### config.mk
export PLATFORM = sky130hd
export DESIGN_NAME = adcc_top
export DESIGN_NICKNAME = d
export VERILOG_FILES = /design/src/adcc_pkg.sv /design/src/adcc_top.sv
export SDC_FILE = /design/constraint.sdc
export NUM_CORES = 1
export LEC_CHECK = 0
export BUFFER_PORTS_ARGS = -buffer_cell sky130_fd_sc_hd__buf_2
export CAP_MARGIN = 5
export CORE_MARGIN = 5
export CORE_UTILIZATION = 56
export DETAILED_ROUTE_END_ITERATION = 6
export PLACE_DENSITY = 0.86
export SLEW_MARGIN = 20
export SYNTH_ARGS = -nofsm -noshare
export SYNTH_HDL_FRONTEND = slang
export SYNTH_SLANG_ARGS = --single-unit
### constraint.sdc
create_clock -name clk_sys_i -period 4.3 [get_ports clk_sys_i]
set_input_delay 0.215 -clock clk_sys_i [delete_from_list [all_inputs] [get_ports clk_sys_i]]
set_output_delay 0.215 -clock clk_sys_i [all_outputs]
set_load 0.005 [all_outputs]
### src/adcc_pkg.sv
// package: register map, field positions and constants of the converter control
package adcc_pkg;
    // ***************************************************
    // register byte addresses (word aligned)
    // ***************************************************
    localparam logic [7:0] ADDR_RESULT_LOW  = 8'h00;
    localparam logic [7:0] ADDR_RESULT_HIGH = 8'h04;
    localparam logic [7:0] ADDR_MAIN_CTRL   = 8'h08;
    localparam logic [7:0] ADDR_SRC_CLK     = 8'h0C;
    localparam logic [7:0] ADDR_REF_GAIN    = 8'h10;
    localparam logic [7:0] ADDR_IRQ_STATUS  = 8'h14;
    localparam logic [7:0] ADDR_IRQ_ENABLE  = 8'h18;
    localparam logic [7:0] ADDR_IRQ_CLEAR   = 8'h1C;
    localparam logic [7:0] ADDR_PIN_ANALOG  = 8'h20;

    // ***************************************************
    // main control fields
    // ***************************************************
    localparam int BIT_START   = 7;
    localparam int BIT_BUSY    = 6;
    localparam int BIT_ENABLE  = 5;
    localparam int BIT_JUSTIFY = 4;

    // ***************************************************
    // reset values and masks
    // ***************************************************
    localparam logic [7:0] RST_MAIN_CTRL = 8'h00;
    localparam logic [7:0] RST_SRC_CLK   = 8'h00;
    localparam logic [7:0] RST_REF_GAIN  = 8'h00;
    localparam logic [7:0] RST_PIN_ANA   = 8'h00;
    localparam logic [7:0] MASK_SRC_CLK  = 8'hF7;
    localparam logic [7:0] MASK_REF_GAIN = 8'h9F;

    localparam int RESULT_W   = 12;
    localparam int CHAN_NUM   = 8;
    localparam int CONV_TICKS = 14;  // converter clocks per conversion

    // axi response codes
    localparam logic [1:0] RESP_OKAY   = 2'b00;
    localparam logic [1:0] RESP_SLVERR = 2'b10;

    typedef enum logic [1:0] {
        ST_IDLE,
        ST_CONV,
        ST_DONE
    } adcc_state_t;
endpackage

### src/adcc_top.sv
// adc control and result register block with an axi4-lite slave
`timescale 1ns/1ns
module adcc_top
    import adcc_pkg::*;
#(
    parameter int CONV_CYCLES = CONV_TICKS
) (
    // clock and reset
    input  wire logic                clk_sys_i,
    input  wire logic                sys_rst_i,
    // axi4-lite write address
    input  wire logic [7:0]          s_axi_awaddr_i,
    input  wire logic                s_axi_awvalid_i,
    output logic                     s_axi_awready_o,
    // axi4-lite write data
    input  wire logic [31:0]         s_axi_wdata_i,
    input  wire logic [3:0]          s_axi_wstrb_i,
    input  wire logic                s_axi_wvalid_i,
    output logic                     s_axi_wready_o,
    // axi4-lite write response
    output logic [1:0]               s_axi_bresp_o,
    output logic                     s_axi_bvalid_o,
    input  wire logic                s_axi_bready_i,
    // axi4-lite read address
    input  wire logic [7:0]          s_axi_araddr_i,
    input  wire logic                s_axi_arvalid_i,
    output logic                     s_axi_arready_o,
    // axi4-lite read data
    output logic [31:0]              s_axi_rdata_o,
    output logic [1:0]               s_axi_rresp_o,
    output logic                     s_axi_rvalid_o,
    input  wire logic                s_axi_rready_i,
    // analog core
    output logic                     conv_power_o,
    output logic                     conv_start_o,
    output logic                     conv_clk_en_o,
    output logic [3:0]               input_source_select_o,
    output logic [7:0]               reference_gain_o,
    input  wire logic [RESULT_W-1:0] conv_result_i,
    // analog pin mux
    output logic [CHAN_NUM-1:0]      chan_connect_o,
    output logic [CHAN_NUM-1:0]      pin_digital_en_o,
    output logic [CHAN_NUM-1:0]      pin_pullhigh_allow_o,
    // interrupt
    output logic                     irq_o
);
    // elaboration check: the tick counter is eight bits wide, so a
    // conversion may last 1 to 255 converter clocks
    if (CONV_CYCLES < 1 || CONV_CYCLES > 255) begin : g_bad_cycles
        $error("CONV_CYCLES must lie between 1 and 255");
    end

    // ***************************************************
    // state record
    // ***************************************************
    // every flop of the block lives in this one record
    typedef struct packed {
        logic [7:0]          main_ctrl;
        logic [7:0]          src_clk;
        logic [7:0]          ref_gain;
        logic [7:0]          pin_ana;
        logic [RESULT_W-1:0] result;
        logic                irq_stat;
        logic                irq_en;
        adcc_state_t         state;
        logic [6:0]          div_cnt;
        logic [7:0]          tick_cnt;
        logic                start_pulse;
        logic                aw_held;
        logic [7:0]          aw_addr;
        logic                w_held;
        logic [31:0]         w_data;
        logic [3:0]          w_strb;
        logic                bvalid;
        logic [1:0]          bresp;
        logic                rvalid;
        logic [1:0]          rresp;
        logic [31:0]         rdata;
    } adcc_regs_t;

    adcc_regs_t r;
    adcc_regs_t next_r;

    // ***************************************************
    // helper functions
    // ***************************************************
    // expected external source per source select code
    function automatic logic src_is_external(input logic [3:0] code);
        return (code == 4'h0) || (code == 4'h4) || (code[3:2] == 2'b11);
    endfunction

    // justified result bytes: {high, low}
    function automatic logic [15:0] justify(input logic [RESULT_W-1:0] d,
                                            input logic j);
        if (j) begin
            return {4'h0, d};
        end
        return {d, 4'h0};
    endfunction

    // ***************************************************
    // shared decode
    // ***************************************************
    logic [15:0] res_bytes;
    logic        tick;
    logic        wr_go;
    logic        rd_go;
    logic [6:0]  div_mask;

    // justified bytes, divider compare and bus launch conditions
    always_comb begin
        res_bytes = justify(r.result, r.main_ctrl[BIT_JUSTIFY]);
        // divider reload mask 2^n - 1 picks the converter clock rate
        div_mask  = 7'((8'h01 << r.src_clk[2:0]) - 8'h01);
        tick      = (r.div_cnt == div_mask);
        // a write waits while its response is still unanswered
        wr_go     = r.aw_held && r.w_held && !r.bvalid;
        rd_go     = s_axi_arvalid_i && !r.rvalid;
    end

    // ***************************************************
    // next-state logic
    // ***************************************************
    always_comb begin
        logic [7:0] wb;
        logic       clear_irq;
        logic       done_evt;
        logic [7:0] rv;
        wb        = 8'h00;
        clear_irq = 1'b0;
        done_evt  = 1'b0;
        rv        = 8'h00;
        next_r    = r;
        next_r.start_pulse = 1'b0;

        // conversion clock divider runs only while enabled (power saving)
        // after switch-on the first tick comes a full divided period later
        if (!r.main_ctrl[BIT_ENABLE] || tick) begin
            next_r.div_cnt = 7'h00;
        end else begin
            next_r.div_cnt = r.div_cnt + 7'h01;
        end

        // ***************************************************
        // bus write
        // ***************************************************
        // readies come from the slot flags alone: no valid-to-ready path
        // axi write capture: address and data in either order
        if (s_axi_awvalid_i && !r.aw_held) begin
            next_r.aw_held = 1'b1;
            next_r.aw_addr = s_axi_awaddr_i;
        end
        if (s_axi_wvalid_i && !r.w_held) begin
            next_r.w_held = 1'b1;
            next_r.w_data = s_axi_wdata_i;
            next_r.w_strb = s_axi_wstrb_i;
        end
        if (r.bvalid && s_axi_bready_i) begin
            next_r.bvalid = 1'b0;
        end

        // register write, only byte lane 0 carries data
        if (wr_go) begin
            next_r.aw_held = 1'b0;
            next_r.w_held  = 1'b0;
            next_r.bvalid  = 1'b1;
            next_r.bresp   = RESP_OKAY;
            wb = r.w_data[7:0];
            case (r.aw_addr)
                ADDR_MAIN_CTRL: begin
                    if (r.w_strb[0]) begin
                        // falling start bit after a high one launches;
                        // the launching write must leave the converter on
                        if (r.main_ctrl[BIT_START] && !wb[BIT_START] &&
                            r.main_ctrl[BIT_ENABLE] && wb[BIT_ENABLE] &&
                            r.state == ST_IDLE) begin
                            next_r.start_pulse = 1'b1;
                        end
                        next_r.main_ctrl = {wb[7],
                                            r.main_ctrl[BIT_BUSY],
                                            wb[5:0]};
                    end
                end
                ADDR_SRC_CLK: begin
                    if (r.w_strb[0]) begin
                        next_r.src_clk = wb & MASK_SRC_CLK;
                    end
                end
                ADDR_REF_GAIN: begin
                    if (r.w_strb[0]) begin
                        next_r.ref_gain = wb & MASK_REF_GAIN;
                    end
                end
                ADDR_PIN_ANALOG: begin
                    if (r.w_strb[0]) begin
                        next_r.pin_ana = wb;
                    end
                end
                ADDR_IRQ_ENABLE: begin
                    if (r.w_strb[0]) begin
                        next_r.irq_en = wb[0];
                    end
                end
                ADDR_IRQ_CLEAR: begin
                    clear_irq = r.w_strb[0] && wb[0];
                end
                ADDR_RESULT_LOW, ADDR_RESULT_HIGH,
                ADDR_IRQ_STATUS: begin
                    next_r.bresp = RESP_OKAY;                 // read-only
                end
                default: begin
                    next_r.bresp = RESP_SLVERR;
                end
            endcase
        end

        // ***************************************************
        // conversion sequencer
        // ***************************************************
        // one conversion at a time; a start while busy is ignored
        case (r.state)
            ST_IDLE: begin
                if (r.start_pulse) begin
                    next_r.state    = ST_CONV;
                    next_r.tick_cnt = 8'h00;
                    next_r.main_ctrl[BIT_BUSY] = 1'b1;
                end
            end
            ST_CONV: begin
                if (!r.main_ctrl[BIT_ENABLE]) begin
                    // abort: results stay as they were
                    next_r.state = ST_IDLE;
                    next_r.main_ctrl[BIT_BUSY] = 1'b0;
                end else if (tick) begin
                    // one tick is one converter clock
                    if (r.tick_cnt == 8'(CONV_CYCLES - 1)) begin
                        next_r.state = ST_DONE;
                    end else begin
                        next_r.tick_cnt = r.tick_cnt + 8'h01;
                    end
                end
            end
            ST_DONE: begin
                // result and busy clear land on the same edge; a
                // switch-off on the edge before must not land a code
                if (r.main_ctrl[BIT_ENABLE]) begin
                    next_r.result = conv_result_i;
                    done_evt      = 1'b1;
                end
                next_r.main_ctrl[BIT_BUSY] = 1'b0;
                next_r.state = ST_IDLE;
            end
            default: begin
                next_r.state = ST_IDLE;
            end
        endcase

        // ***************************************************
        // interrupt flag
        // ***************************************************
        // sticky flag: a new event beats a clear in the same cycle
        if (done_evt) begin
            next_r.irq_stat = 1'b1;
        end else if (clear_irq) begin
            next_r.irq_stat = 1'b0;
        end

        // ***************************************************
        // bus read
        // ***************************************************
        // data is taken from the registers as they stand when accepted
        if (r.rvalid && s_axi_rready_i) begin
            next_r.rvalid = 1'b0;
        end
        if (rd_go) begin
            next_r.rvalid = 1'b1;
            next_r.rresp  = RESP_OKAY;
            case (s_axi_araddr_i)
                ADDR_RESULT_LOW:  rv = res_bytes[7:0];
                ADDR_RESULT_HIGH: rv = res_bytes[15:8];
                ADDR_MAIN_CTRL:   rv = r.main_ctrl;
                ADDR_SRC_CLK:     rv = r.src_clk;
                ADDR_REF_GAIN:    rv = r.ref_gain;
                ADDR_PIN_ANALOG:  rv = r.pin_ana;
                ADDR_IRQ_STATUS:  rv = {7'h00, r.irq_stat};
                ADDR_IRQ_ENABLE:  rv = {7'h00, r.irq_en};
                ADDR_IRQ_CLEAR:   rv = 8'h00;
                default: begin
                    next_r.rresp = RESP_SLVERR;
                end
            endcase
            next_r.rdata = {24'h00_0000, rv};
        end
    end

    // ***************************************************
    // state register
    // ***************************************************
    // reset zeroes every slot, which is also the idle bus state
    always_ff @(posedge clk_sys_i) begin
        if (sys_rst_i) begin
            r           <= '0;
            r.main_ctrl <= RST_MAIN_CTRL;
            r.src_clk   <= RST_SRC_CLK;
            r.ref_gain  <= RST_REF_GAIN;
            r.pin_ana   <= RST_PIN_ANA;
            r.state     <= ST_IDLE;
        end else begin
            r <= next_r;
        end
    end

    // ***************************************************
    // outputs
    // ***************************************************
    // bus handshakes: accept whenever the holding slot is free
    assign s_axi_awready_o = !r.aw_held;
    assign s_axi_wready_o  = !r.w_held;
    assign s_axi_bvalid_o  = r.bvalid;
    assign s_axi_bresp_o   = r.bresp;
    assign s_axi_arready_o = !r.rvalid;
    assign s_axi_rvalid_o  = r.rvalid;
    assign s_axi_rresp_o   = r.rresp;
    assign s_axi_rdata_o   = r.rdata;

    // analog core controls
    assign conv_power_o          = r.main_ctrl[BIT_ENABLE];
    assign conv_start_o          = (r.state == ST_IDLE) && r.start_pulse;
    assign conv_clk_en_o         = tick && (r.state == ST_CONV);
    assign input_source_select_o = r.src_clk[7:4];
    assign reference_gain_o      = r.ref_gain;
    // level interrupt: no flop of its own, so a clear drops it at once
    assign irq_o                 = r.irq_stat && r.irq_en;

    // ***************************************************
    // pin routing
    // ***************************************************
    // codes 8 to 15 connect nothing and leave the input floating
    // pin mux: the channel connects only when the pin is analog,
    // the source is external and the code is 0..7; leaves the
    // ordering to software, a pin not yet analog stays disconnected
    always_comb begin
        chan_connect_o = '0;
        if (src_is_external(r.src_clk[7:4]) &&
            !r.main_ctrl[3]) begin
            chan_connect_o[r.main_ctrl[2:0]] =
                r.pin_ana[r.main_ctrl[2:0]];
        end
    end
    assign pin_digital_en_o     = ~r.pin_ana;
    assign pin_pullhigh_allow_o = ~r.pin_ana;
endmodule

## After elaboration in Yosys (flattened, before gate mapping)

Cells that the tools add are included.

- Register bits after elaboration: 94
- Input port bits: 71
- Output and inout port bits: 81

- Add/subtract/negate cells: 3
- Magnitude comparators: 2
- Equality and inequality tests: 28
- Shifts and indexed selects: 1
- Muxes and demuxes: 35
- Bitwise operators: 5
- Reduce and logical (&&, ||, !) cells: 48

Operator list:

| operator | count |
|---|---|
| equality test 8 x 5 -> 1 bit (second input constant) | 8 |
| case mux 8 bit (8 select lines) | 1 |
| equality test 8 x 4 -> 1 bit (second input constant) | 5 |
| two-way mux 8 bit | 5 |
| two-way mux 35 bit | 1 |
| two-way mux 16 bit | 2 |
| AND reduction 3 bit | 6 |
| OR reduction 9 bit | 2 |
| logical AND 1 bit | 17 |
| equality test 8 x 3 -> 1 bit (second input constant) | 2 |
| equality test 8 x 6 -> 1 bit (second input constant) | 2 |
| zero test 8 bit | 2 |
| case mux 8 bit (2 select lines) | 1 |
| two-way mux 1 bit | 14 |
| two-way mux 2 bit | 6 |
| adder 8 x 1 -> 8 bit (second input constant) | 1 |
| AND 8 bit | 1 |
| != test 2 bit (second input constant) | 4 |
| inverter 8 bit | 1 |
| nonzero test 2 bit | 4 |
| adder 7 x 1 -> 7 bit (second input constant) | 1 |
| equality test 7 bit | 1 |
| zero test 1 bit | 7 |
| left shift 1 x 3 -> 7 bit (first input constant) | 1 |
| 20 further kinds | 27 |

## Longest topological paths before layout

Gate-level depths: netlist (run 1).

- Depth after elaboration: 6
- Depth in mapped cells: 8
- Mapped depth without buffers: 7

## Least setup slack after synthesis (run 1)

OpenSTA, ideal clock, no wires.

- Path type: reg-to-reg
- Start point: register r[133] in the netlist's numbering
- End point: register r[101] in the netlist's numbering
- Library setup time: 86 ps
- Arrival time: 2003 ps
- Required time: 4214 ps
- Path slack: 2211 ps
- Cell stages (with the launch flop): 7
- Path buffers: 1
- Clock period less this slack: 2089 ps
- Cell sequence: dfxtp_1 -> buf_4 -> or4b_1 -> a41oi_2 -> o21ai_2 -> or4_1 -> a221oi_2

- Cells in the longest elaborated chain, start to end: 5

Ends and longest elaborated chain:

| element | RTL line | source |
|---|---|---|
| from (decl) | adcc_top.sv:81 | `adcc_regs_t r;` |
| from (signal assigned) | adcc_top.sv:309 | `r <= next_r;` |
| left shift 1 x 3 -> 7 bit | adcc_top.sv:114 | `div_mask = 7'((8'h01 << r.src_clk[2:0]) - 8'h01);` |
| subtractor 7 x 1 -> 7 bit | adcc_top.sv:114 |  |
| equality test 7 bit | adcc_top.sv:115 | `tick = (r.div_cnt == div_mask);` |
| != test 3 bit (no source line) | - |  |
| AND reduction 3 bit (no source line) | - |  |

Every way passes these cells.
A chain may end at the register's enable or synchronous reset.

## Worst setup path after layout (run 1)

- Start point: register r[133] in the netlist's numbering
- End point: register r[86] in the netlist's numbering

- Cells in the longest elaborated chain, start to end: 5

Ends and longest elaborated chain:

| element | RTL line |
|---|---|
| left shift 1 x 3 -> 7 bit | adcc_top.sv:114 |
| subtractor 7 x 1 -> 7 bit | adcc_top.sv:114 |
| equality test 7 bit | adcc_top.sv:115 |
| != test 2 bit (no source line) | - |
| AND reduction 5 bit (no source line) | - |

Every way passes these cells.

==> impl_results.md, run 1 <==
* Run status: finished clean
* Mean Syn Cell Area at 7.945 µm²
* Remaining antenna violation count at 0
* Hold_sp: s_axi_rready_i
* Top-count cell post-synth: sky130_fd_sc_hd__nand2_1
* Post-synth top area share at 0.3634
* Average routed wire per standard cell at 15.94 µm
* Cell leakage power at 2.270 nW
* CTS tree: yes
* Part of the Yosys area used for sequential elements at 0.3634
* Number of filler cells placed in the layout at 784
* Multiplexer area fraction after synthesis at 0.08319
* CP arrival at 2.79 ns
* Drt via density at 5.703
* Total via count in the routed design at 4,557
* Post-synthesis sequential element count at 92
* Placed wire-length estimate at 9.409 mm
* H-tree levels at 3
* Number of buffers added for setup after CTS at 0
* Slowest cell on the critical path: sky130_fd_sc_hd__nor3_1
* Number of hold buffers added after cts at 0
* Power, Total at 0.001576 W
* Number of cells in the finished layout apart from fillers at 799
* Fraction of the mapped netlist area in simple logic gates at 0.2441
* RD Place Congestion at 0.8992
* Final sum of negative setup slack at 0 ns
* Transition time at the pin with the least slew margin at 0.9722 ns
* I/O Pins at 152
* # diodes at 0
* Cell Chain, Critical Path: or3_1 -> a21oi_1 -> nor3_1 -> o21ai_0 -> o31ai_1
* Clock tree root buffer cell: sky130_fd_sc_hd__clkbuf_8
* Number of pins exceeding their max-slew limit in the final report at 0
* Top cell types by occurrence after synthesis: sky130_fd_sc_hd__nand2_1 (95), sky130_fd_sc_hd__dfxtp_1 (92), sky130_fd_sc_hd__nor2_1 (60), sky130_fd_sc_hd__buf_4 (57), sky130_fd_sc_hd__a21oi_1 (44)
* Total die area at 0.01105 mm²
* Clock sink count at 92
* Global router's overall resource usage at 0.2260
* Setup repair after global routing missed its margin: false
* Post-synthesis cell count at 638
* Summed instance area of the synthesized netlist at 0.005069 mm²
* Ys async rst share at 0
* Clock input transition at the sequential cells of the worst setup and hold paths at 0.09 ns
* Endpoint of the worst hold path: s_axi_rvalid_o$_SDFFE_PP0P_
* Final setup violating endpoints at 0
* Delay of the slowest cell on the worst path at 0.80 ns
* Clock latency reported for the late side of the worst-skew pair at 0.37 ns
* Maximum number of pins on one net before global-route repair at 81
* First-pass GRT wire length at 20.91 mm
* Post-detailed-routing wire length at 12.74 mm
* Main combinational cell family by area after synthesis: simple AND/OR/NAND/NOR gates
* Total iterations of the first detailed-routing run at 5
* Critical path type: flop to flop
* Critical path buffer and inverter count at 0
* Most used DFF post-synth: sky130_fd_sc_hd__dfxtp_1
* Ratio of cells with drive above 1 in the final layout at 0.1896
* R2R depth at 5
* Adder-cell share of the synthesized area at 0.01728
* Compound-cell area share of the yosys netlist at 0.1563
* Flop2flop setup slack at 1.79 ns
* Setup ws final at 1.788 ns
* Synthesized-area fraction occupied by xor and xnor cells at 0.01037
* Final core utilization at 0.6205
* Total global routing overflow at 0
* DRC violation count after routing at 0
* Cell taking the most area after synthesis: sky130_fd_sc_hd__dfxtp_1
* Total clock buffers created by CTS at 9
* Cell family with most CP delay: simple AND/OR/NAND/NOR gates
* Final critical-path share of the clock period at 0.5841
* PD cells at 289.9 mW/mm²
* Number of DRC markers after the initial detailed-route iteration at 323
* Die width at 105.1 µm
* Type of destination of the critical path: flop
* Fin crit period at 2.512 ns
* Hold WC Path Type: input port to flop
* R2R Path End: r[86]$_SDFFE_PP0P_
* I/O Buffers at 96
* Cells on Worst Hold Path at 2
* Worst slack at placement at 1.833 ns
* Area used by sequential logic in the layout at 0.001842 mm²
* Effective utilization at floorplan at 0.5784
* Worst Setup Start Kind: flop
* Required time reported for the critical path endpoint at 4.58 ns
* Number of nets at the end of the flow at 765
* FMAX at 398.2 MHz
* Placeable core region at 0.008763 mm²
* Number of max-cap violations at 0
* Maximum clock skew at final layout at 0.01502 ns
* Multi-input logic area at 0.002696 mm²
* CP Max Fanout at 11
* Placement row count at 34
* Clock Tree Buf Depth at 2
* Area Growth Syn to Fin at 7.282%
* Post-placement cell count at 784
* Number of synthesized flops with an enable pin at 0
* Vias in the first global route at 4,366
* Synth unique cells at 60
* Worst r2r src: r[133]$_SDFFE_PP0P_
* Final-report hold violation count at 0
* Total of warnings raised by yosys at 0
* Initial antenna violation count at 0
* Die outline height at 105.1 µm
* Top post-synthesis cells by area: sky130_fd_sc_hd__dfxtp_1 (36%), sky130_fd_sc_hd__buf_4 (8.4%), sky130_fd_sc_hd__nand2_1 (7.0%)
* Relative slew slack at 0.3469
* Worst IR Drop VDD at 0.0001984 V
* # resized after CTS at 0
## flip-flops by register name, indices dropped and copies added (netlist names)
| signal | flops |
|---|---|
| s_axi_bvalid_o | 1 |
| input_source_select_o | 4 |
| s_axi_rvalid_o | 1 |
| conv_power_o | 1 |
| reference_gain_o | 6 |
| s_axi_bresp_o | 1 |
| r | 69 |
| s_axi_rdata_o | 8 |
| s_axi_rresp_o | 1 |
## worst reg2reg max path, stage by stage (launching register included)
cell and delay [ns]:
sky130_fd_sc_hd__dfxtp_1 0.56, sky130_fd_sc_hd__or3_1 0.18, sky130_fd_sc_hd__a21oi_1 0.07, sky130_fd_sc_hd__nor3_1 0.80, sky130_fd_sc_hd__o21ai_0 0.51, sky130_fd_sc_hd__o31ai_1 0.31
## cell type report
cell class / count / area share
clock buffer: 10 / 0.02347
multi-input combinational: 464 / 0.4959
tap: 108 / 0.02485
sequential: 92 / 0.3387
timing repair buffer: 97 / 0.08974
clock inverter: 5 / 0.01150
inverter: 23 / 0.01588
## how the worst max path moves through the flow
stage / to / startpoint / depth (start not counted)
floorplan: r[101]$_SDFFE_PP0P_ / r[133]$_SDFFE_PP0P_ / 6
global placement: r[86]$_SDFFE_PP0P_ / r[134]$_SDFFE_PP0P_ / 5
detailed placement: r[86]$_SDFFE_PP0P_ / r[133]$_SDFFE_PP0P_ / 5
CTS: r[86]$_SDFFE_PP0P_ / r[134]$_SDFFE_PP0P_ / 5
global route: r[86]$_SDFFE_PP0P_ / r[134]$_SDFFE_PP0P_ / 5
finish: r[86]$_SDFFE_PP0P_ / r[133]$_SDFFE_PP0P_ / 5
## where the power goes
group	total, W	switching, W	internal, W
clock network	0.000580	0.000311	0.000269
registers	0.000884	0.0000172	0.000867
logic	0.000112	0.0000715	0.0000409
## per-stage QoR
stage	hold WS (ns)	instance area, µm²
6_report	0.03289	5438
5_1_grt	0.02233	5438
4_1_cts	0.03187	5438
3_5_place_dp	0.4105	5248
3_3_place_gp	0.3987	5248
2_1_floorplan	0.3140	5170
## cells by family (layout without fill, tap and decap cells)
kind of cell / Yosys count / in the layout
compound gates: 122 / 122
other cells: 1 / 28
fa+ha+maj: 7 / 7
flops: 92 / 92
mux: 41 / 41
simple gates: 260 / 260
buf+inv: 109 / 135
xor+xnor: 6 / 6
## routing by layer
metal / part of all wire / GRT usage / wire [µm] / vias up
li1: - / - / - / 2244
met1: 0.41 / 0.2844 / 5250 / 2134
met2: 0.52 / 0.3916 / 6611 / 161
met3: 0.052 / 0.03514 / 657 / 18
met4: 0.017 / 0.07854 / 217 / 0
met5: 0 / 0 / 0 / -
## layout by cell type, fill, tap and decap left out, types with 10 or more instances in the layout
cell                      instances
sky130_fd_sc_hd__a21oi_1         44
sky130_fd_sc_hd__buf_2           96
sky130_fd_sc_hd__conb_1          28
sky130_fd_sc_hd__dfxtp_1         92
sky130_fd_sc_hd__inv_1           23
sky130_fd_sc_hd__mux2i_1         32
sky130_fd_sc_hd__nand2_1         95
sky130_fd_sc_hd__nand3_1         19
sky130_fd_sc_hd__nor2_1          60
sky130_fd_sc_hd__nor2b_1         12
sky130_fd_sc_hd__nor3_1          18
sky130_fd_sc_hd__nor4_1          10
sky130_fd_sc_hd__o21ai_0         24
Power figures use the tool's default switching activity.
==> run 2: changes to the inputs <==
CORE_UTILIZATION = 47   (was 56)
PLACE_DENSITY = 0.77   (was 0.86)
clock period = 2.3 ns   (was 4.3 ns; I/O delays follow)
==> impl_results.md, run 2 (same netlist as run 1, synthesis figures left out) <==
* Number of filler cells placed in the layout at 994
* Maximum number of pins on one net before global-route repair at 78
* Total via count in the routed design at 4,743
* Final setup violating endpoints at 0
* Cells on Worst Hold Path at 3
* Hold_sp: s_axi_awvalid_i
* Maximum clock skew at final layout at 0.01335 ns
* CP Max Fanout at 11
* Total clock buffers created by CTS at 9
* Post-detailed-routing wire length at 13.33 mm
* Placed wire-length estimate at 9.592 mm
* Clock tree root buffer cell: sky130_fd_sc_hd__clkbuf_8
* Number of max-cap violations at 0
* Number of buffers added for setup after CTS at 0
* Cell leakage power at 2.469 nW
* I/O Pins at 152
* R2R depth at 5
* RD Place Congestion at 0.8840
* Final-report hold violation count at 0
* Worst setup startpoint: r[133]$_SDFFE_PP0P_
* DRC violation count after routing at 0
* Area Growth Syn to Fin at 16.17%
* Final critical-path share of the clock period at 0.9465
* Hold WS at 0.01221 ns
* Total global routing overflow at 0
* I/O Buffers at 96
* Relative slew slack at 0.4920
* Ratio of cells with drive above 1 in the final layout at 0.2036
* First-pass GRT wire length at 21.56 mm
* PD cells at 524.3 mW/mm²
* # diodes at 0
* Transition time at the pin with the least slew margin at 0.7619 ns
* Worst Setup Start Kind: flop
* Largest register FFs at 69
* Critical path type: flop to primary output
* H-tree levels at 3
* Initial antenna violation count at 0
* Clock input transition at the sequential cells of the worst setup and hold paths at 0.10 ns
* Top reg by flops: r
* Number of DRC markers after the initial detailed-route iteration at 308
* Total iterations of the first detailed-routing run at 5
* Number of pins exceeding their max-slew limit in the final report at 0
* Required time reported for the critical path endpoint at 2.18 ns
* CTS tree: yes
* Average routed wire per standard cell at 15.28 µm
* Drt via density at 5.439
* Hold WC Path Type: input port to flop
* Setup repair after global routing missed its margin: true
* Fin crit period at 2.177 ns
* Run status: finished clean
* CP arrival at 2.06 ns
* Clock latency reported for the late side of the worst-skew pair at 0.37 ns
* Global router's overall resource usage at 0.2030
* Total die area at 0.01296 mm²
* Placeable core region at 0.01070 mm²
* Clock sink count at 92
* Worst r2r src: r[133]$_SDFFE_PP0P_
* FMAX at 459.4 MHz
* Placement row count at 38
* Remaining antenna violation count at 0
* Vias in the first global route at 4,609
* Number of nets at the end of the flow at 805
* Die outline height at 113.8 µm
* Most common cell after layout, fill and taps aside: sky130_fd_sc_hd__buf_2
* Final sum of negative setup slack at 0 ns
* Highest-count cells in the layout ignoring fill and taps: sky130_fd_sc_hd__buf_2 (96), sky130_fd_sc_hd__nand2_1 (95), sky130_fd_sc_hd__dfxtp_1 (89)
* Effective utilization at floorplan at 0.4738
* Worst IR Drop VDD at 0.0003016 V
* Type of destination of the critical path: primary output
* Die width at 113.8 µm
* Clock Tree Buf Depth at 2
==> run 2: cell count changes in the layout (fill, tap and decap cells not counted) <==
cell | before | now
sky130_fd_sc_hd__dfxtp_2 | 0 | 2
sky130_fd_sc_hd__dlygate4sd3_1 | 0 | 29
sky130_fd_sc_hd__inv_6 | 1 | 3
sky130_fd_sc_hd__clkinvlp_4 | 2 | 0
sky130_fd_sc_hd__dfxtp_1 | 92 | 89
sky130_fd_sc_hd__inv_8 | 0 | 2
sky130_fd_sc_hd__clkbuf_1 | 1 | 0
sky130_fd_sc_hd__dfxtp_4 | 0 | 1
sky130_fd_sc_hd__nor3_2 | 0 | 2
sky130_fd_sc_hd__buf_4 | 1 | 12
sky130_fd_sc_hd__nor3_1 | 18 | 16
==> run 2: area by class of cell <==
type,count,area [µm²],area share
clock buffer,9,123.9,0.02104
clock inverter,7,87.58,0.01487
inverter,23,86.33,0.01466
multi-input combinational,464,2706,0.4596
sequential,92,1848,0.3139
tap,140,175.2,0.02975
timing repair buffer,137,860.8,0.1462
==> run 2: worst paths after layout <==
path / endpoint / slack [ns]
worst max-delay path: conv_clk_en_o / 0.12
worst min-delay path: r[83]$_SDFFE_PP0P_ / 0.01
worst max register to register: r[101]$_SDFFE_PP0P_ / 0.18
worst min register to register: s_axi_rdata_o[4]$_SDFFE_PP0P_ / 0.46
==> run 2: timing repair <==
| action | in CTS | in global routing |
|---|---|---|
| setup endpoints to repair | 1 | 3 |
| hold endpoints to repair | 28 | 0 |
| resized for setup | 3 | 3 |
| pin swaps | 0 | 1 |
| hold buffers | 29 | 0 |
==> run 2: metal layers <==
metal / track usage / vias up / wire, µm
met5: 0 / - / 0
met1: 0.2558 / 2232 / 5711
li1: - / 2321 / -
met3: 0.03448 / 22 / 793
met2: 0.3451 / 168 / 6514
met4: 0.08234 / 0 / 307
==> run 2: stage by stage <==
stage	cells	setup WS, ns	instance area [µm²]	utilization	power (W)
floorplan	665	0.2106	5170	-	0.001851
global placement	827	0.1991	5370	0.5020	0.001893
detailed placement	827	0.1220	5370	0.5020	0.001902
CTS	872	0.02881	5876	0.5492	0.003099
global route	872	-0.02129	5888	0.5504	0.003203
finish	872	0.1230	5888	0.5504	0.003087
==> run 2: critical path: stages, from the launching register on <==
cell                      delay [ns]
sky130_fd_sc_hd__dfxtp_4        0.39
sky130_fd_sc_hd__or4b_1         0.54
sky130_fd_sc_hd__a41oi_2        0.25
sky130_fd_sc_hd__o21ai_2        0.08
sky130_fd_sc_hd__buf_4          0.16
sky130_fd_sc_hd__nor3_2         0.12
sky130_fd_sc_hd__buf_2          0.14
==> run 2: power by group <==
group,switching [W],internal [W]
registers,0.0000323,0.00162
logic,0.000142,0.000113
clock network,0.000648,0.000531
==> run 3: changes to the inputs <==
CELL_PAD_IN_SITES_DETAIL_PLACEMENT = 1   (was not set)
CELL_PAD_IN_SITES_GLOBAL_PLACEMENT = 1   (was not set)
CORE_UTILIZATION = 34   (was 47)
PLACE_DENSITY = not set   (was 0.77)
PLACE_DENSITY_LB_ADDON = 0.1   (was not set)
==> impl_results.md, run 3 (same netlist as run 1, synthesis figures left out) <==
* FMAX at 453.3 MHz
* Clock latency reported for the late side of the worst-skew pair at 0.35 ns
* Cell-internal power at 0.002660 W
* Cells on Worst Hold Path at 3
* First-pass GRT wire length at 24.56 mm
* Total clock buffers created by CTS at 9
* CTS tree: yes
* Placement row count at 44
* Clock input transition at the sequential cells of the worst setup and hold paths at 0.07 ns
* Effective utilization at floorplan at 0.3474
* Share of total power in combinational logic at 0.066
* Initial antenna violation count at 0
* Final sum of negative setup slack at 0 ns
* Final-report hold violation count at 0
* PD cells at 597.9 mW/mm²
* Top reg by flops: r
* Critical path type: flop to primary output
* Cell Chain, Critical Path: or4b_1 -> a41oi_2 -> o21ai_2 -> buf_4 -> nor3_1 -> buf_2
* Die outline height at 132.1 µm
* Hold WC Path Type: input port to flop
* DRC violation count after routing at 0
* Global router's overall resource usage at 0.1703
* Worst IR Drop VDD at 0.0003561 V
* Worst r2r src: r[100]$_SDFFE_PP0P_
* Largest register FFs at 69
* Post-placement cell count at 874
* Clock tree root buffer cell: sky130_fd_sc_hd__clkbuf_16
* Setup repair after global routing missed its margin: false
* RD Place Congestion at 0.8904
* Fin crit period at 2.206 ns
* Total via count in the routed design at 4,581
* Most common cell after layout, fill and taps aside: sky130_fd_sc_hd__buf_2
* Number of cells in the finished layout apart from fillers at 898
* Worst Setup Start Kind: flop
* Total iterations of the first detailed-routing run at 4
* Clock sink count at 92
* Delay of the slowest cell on the worst path at 0.56 ns
* Run status: finished clean
* Ratio of cells with drive above 1 in the final layout at 0.2101
* Drt via density at 5.101
* Final critical-path share of the clock period at 0.9592
* Remaining antenna violation count at 0
* Endpoint of the worst hold path: r[43]$_SDFFE_PP0P_
* Total die area at 0.01745 mm²
* Required time reported for the critical path endpoint at 2.18 ns
* # diodes at 0
* H-tree levels at 3
* Total global routing overflow at 0
* Placed wire-length estimate at 11.41 mm
* I/O Pins at 152
* Flop2flop setup slack at 0.17 ns
* Slowest cell on the critical path: sky130_fd_sc_hd__or4b_1
* Number of DRC markers after the initial detailed-route iteration at 187
* Share of total power in the clock network at 0.461
* Relative slew slack at 0.5001
* Cell leakage power at 2.438 nW
* Final setup violating endpoints at 0
* Clock Tree Buf Depth at 2
* Average routed wire per standard cell at 16.76 µm
* Placeable core region at 0.01459 mm²
* Number of filler cells placed in the layout at 1,808
* Cell family with most CP delay: simple AND/OR/NAND/NOR gates
* Proportion of total power due to net switching at 0.2403
* Highest-count cells in the layout ignoring fill and taps: sky130_fd_sc_hd__buf_2 (96), sky130_fd_sc_hd__nand2_1 (95), sky130_fd_sc_hd__dfxtp_1 (90)
* Maximum number of pins on one net before global-route repair at 53
* Vias in the first global route at 4,704
* Share of power burned in registers at 0.473
* Type of destination of the critical path: primary output
* Transition time at the pin with the least slew margin at 0.7441 ns
* R2R Path End: r[92]$_SDFFE_PP0P_
* Post-detailed-routing wire length at 15.05 mm
* R2R depth at 7
* Hold_sp: s_axi_wdata_i[1]
* Number of pins exceeding their max-slew limit in the final report at 0
* Maximum clock skew at final layout at 0.008176 ns
* Number of nets at the end of the flow at 788
* I/O Buffers at 96
* Critical path buffer and inverter count at 2
* CP arrival at 2.09 ns
* Number of max-cap violations at 0
* Net switching component of the power at 0.0008413 W
* Die width at 132.1 µm
* Area Growth Syn to Fin at 15.55%
* CP Max Fanout at 11
[run 3: worst min-delay path: cells and delay by family]
| kind | cells | cell delay, ns |
|---|---|---|
| compound gates | 1 | 0.05 |
| buf+inv | 1 | 0.10 |
| simple gates | 1 | 0.05 |
[run 3: per-layer routing]
layer | vias to the layer above | global-route usage | part of all wire
met4 | 0 | 0.06457 | 0.018
met2 | 99 | 0.2737 | 0.47
met5 | - | 0 | 0
met1 | 2181 | 0.2270 | 0.47
met3 | 19 | 0.03130 | 0.042
li1 | 2282 | - | -
[run 3: cell type report]
cell class	instances	area, µm²	share of cell area
clock buffers	9	225.2	0.03845
multi-input cells	464	2701	0.4612
repair buffers	120	680.7	0.1162
clock inverters	6	88.84	0.01517
flip-flops and latches	92	1844	0.3149
well taps	184	230.2	0.03931
inverters	23	86.33	0.01474
[run 3: what timing repair did]
item                                    4_1_cts  5_1_grt
endpoints found under the setup margin        0        3
hold endpoints to repair                      8        0
gates resized for setup                       0        3
hold buffers                                  8        0
buffers inserted                              0        1
[run 3: how the worst max path moves through the flow]
stage	cells after the start	slack (ns)	startpoint	end
finish	6	0.09	r[134]$_SDFFE_PP0P_	conv_clk_en_o
global route	7	0.0003	r[100]$_SDFFE_PP0P_	r[92]$_SDFFE_PP0P_
CTS	6	0.0004	r[133]$_SDFFE_PP0P_	conv_clk_en_o
detailed placement	5	0.15	r[133]$_SDFFE_PP0P_	r[101]$_SDFFE_PP0P_
global placement	5	0.18	r[133]$_SDFFE_PP0P_	r[101]$_SDFFE_PP0P_
floorplan	6	0.21	r[133]$_SDFFE_PP0P_	r[101]$_SDFFE_PP0P_
[run 3: power by group through the flow]
| stage | Clock, W | Combinational (W) | Sequential (W) |
|---|---|---|---|
| detailed placement | 0 | 0.000221 | 0.00169 |
| global placement | 0 | 0.000214 | 0.00169 |
| CTS | 0.00165 | 0.000232 | 0.00166 |
| global route | 0.00171 | 0.000260 | 0.00166 |
| floorplan | 0 | 0.000172 | 0.00168 |
| finish | 0.00162 | 0.000231 | 0.00166 |
[run 3: stage by stage]
stage	total power, W	worst slack [ns]	hold WS [ns]	utilization	area, µm²
4_1_cts	0.003540	0.0004154	0.0003589	0.4004	5842
3_3_place_gp	0.001905	0.1754	0.3069	0.3734	5448
5_1_grt	0.003631	0.0003102	0.009335	0.4015	5857
6_report	0.003502	0.09380	0.009068	0.4015	5857
2_1_floorplan	0.001851	0.2106	0.2140	-	5170
3_5_place_dp	0.001913	0.1550	0.3140	0.3734	5448
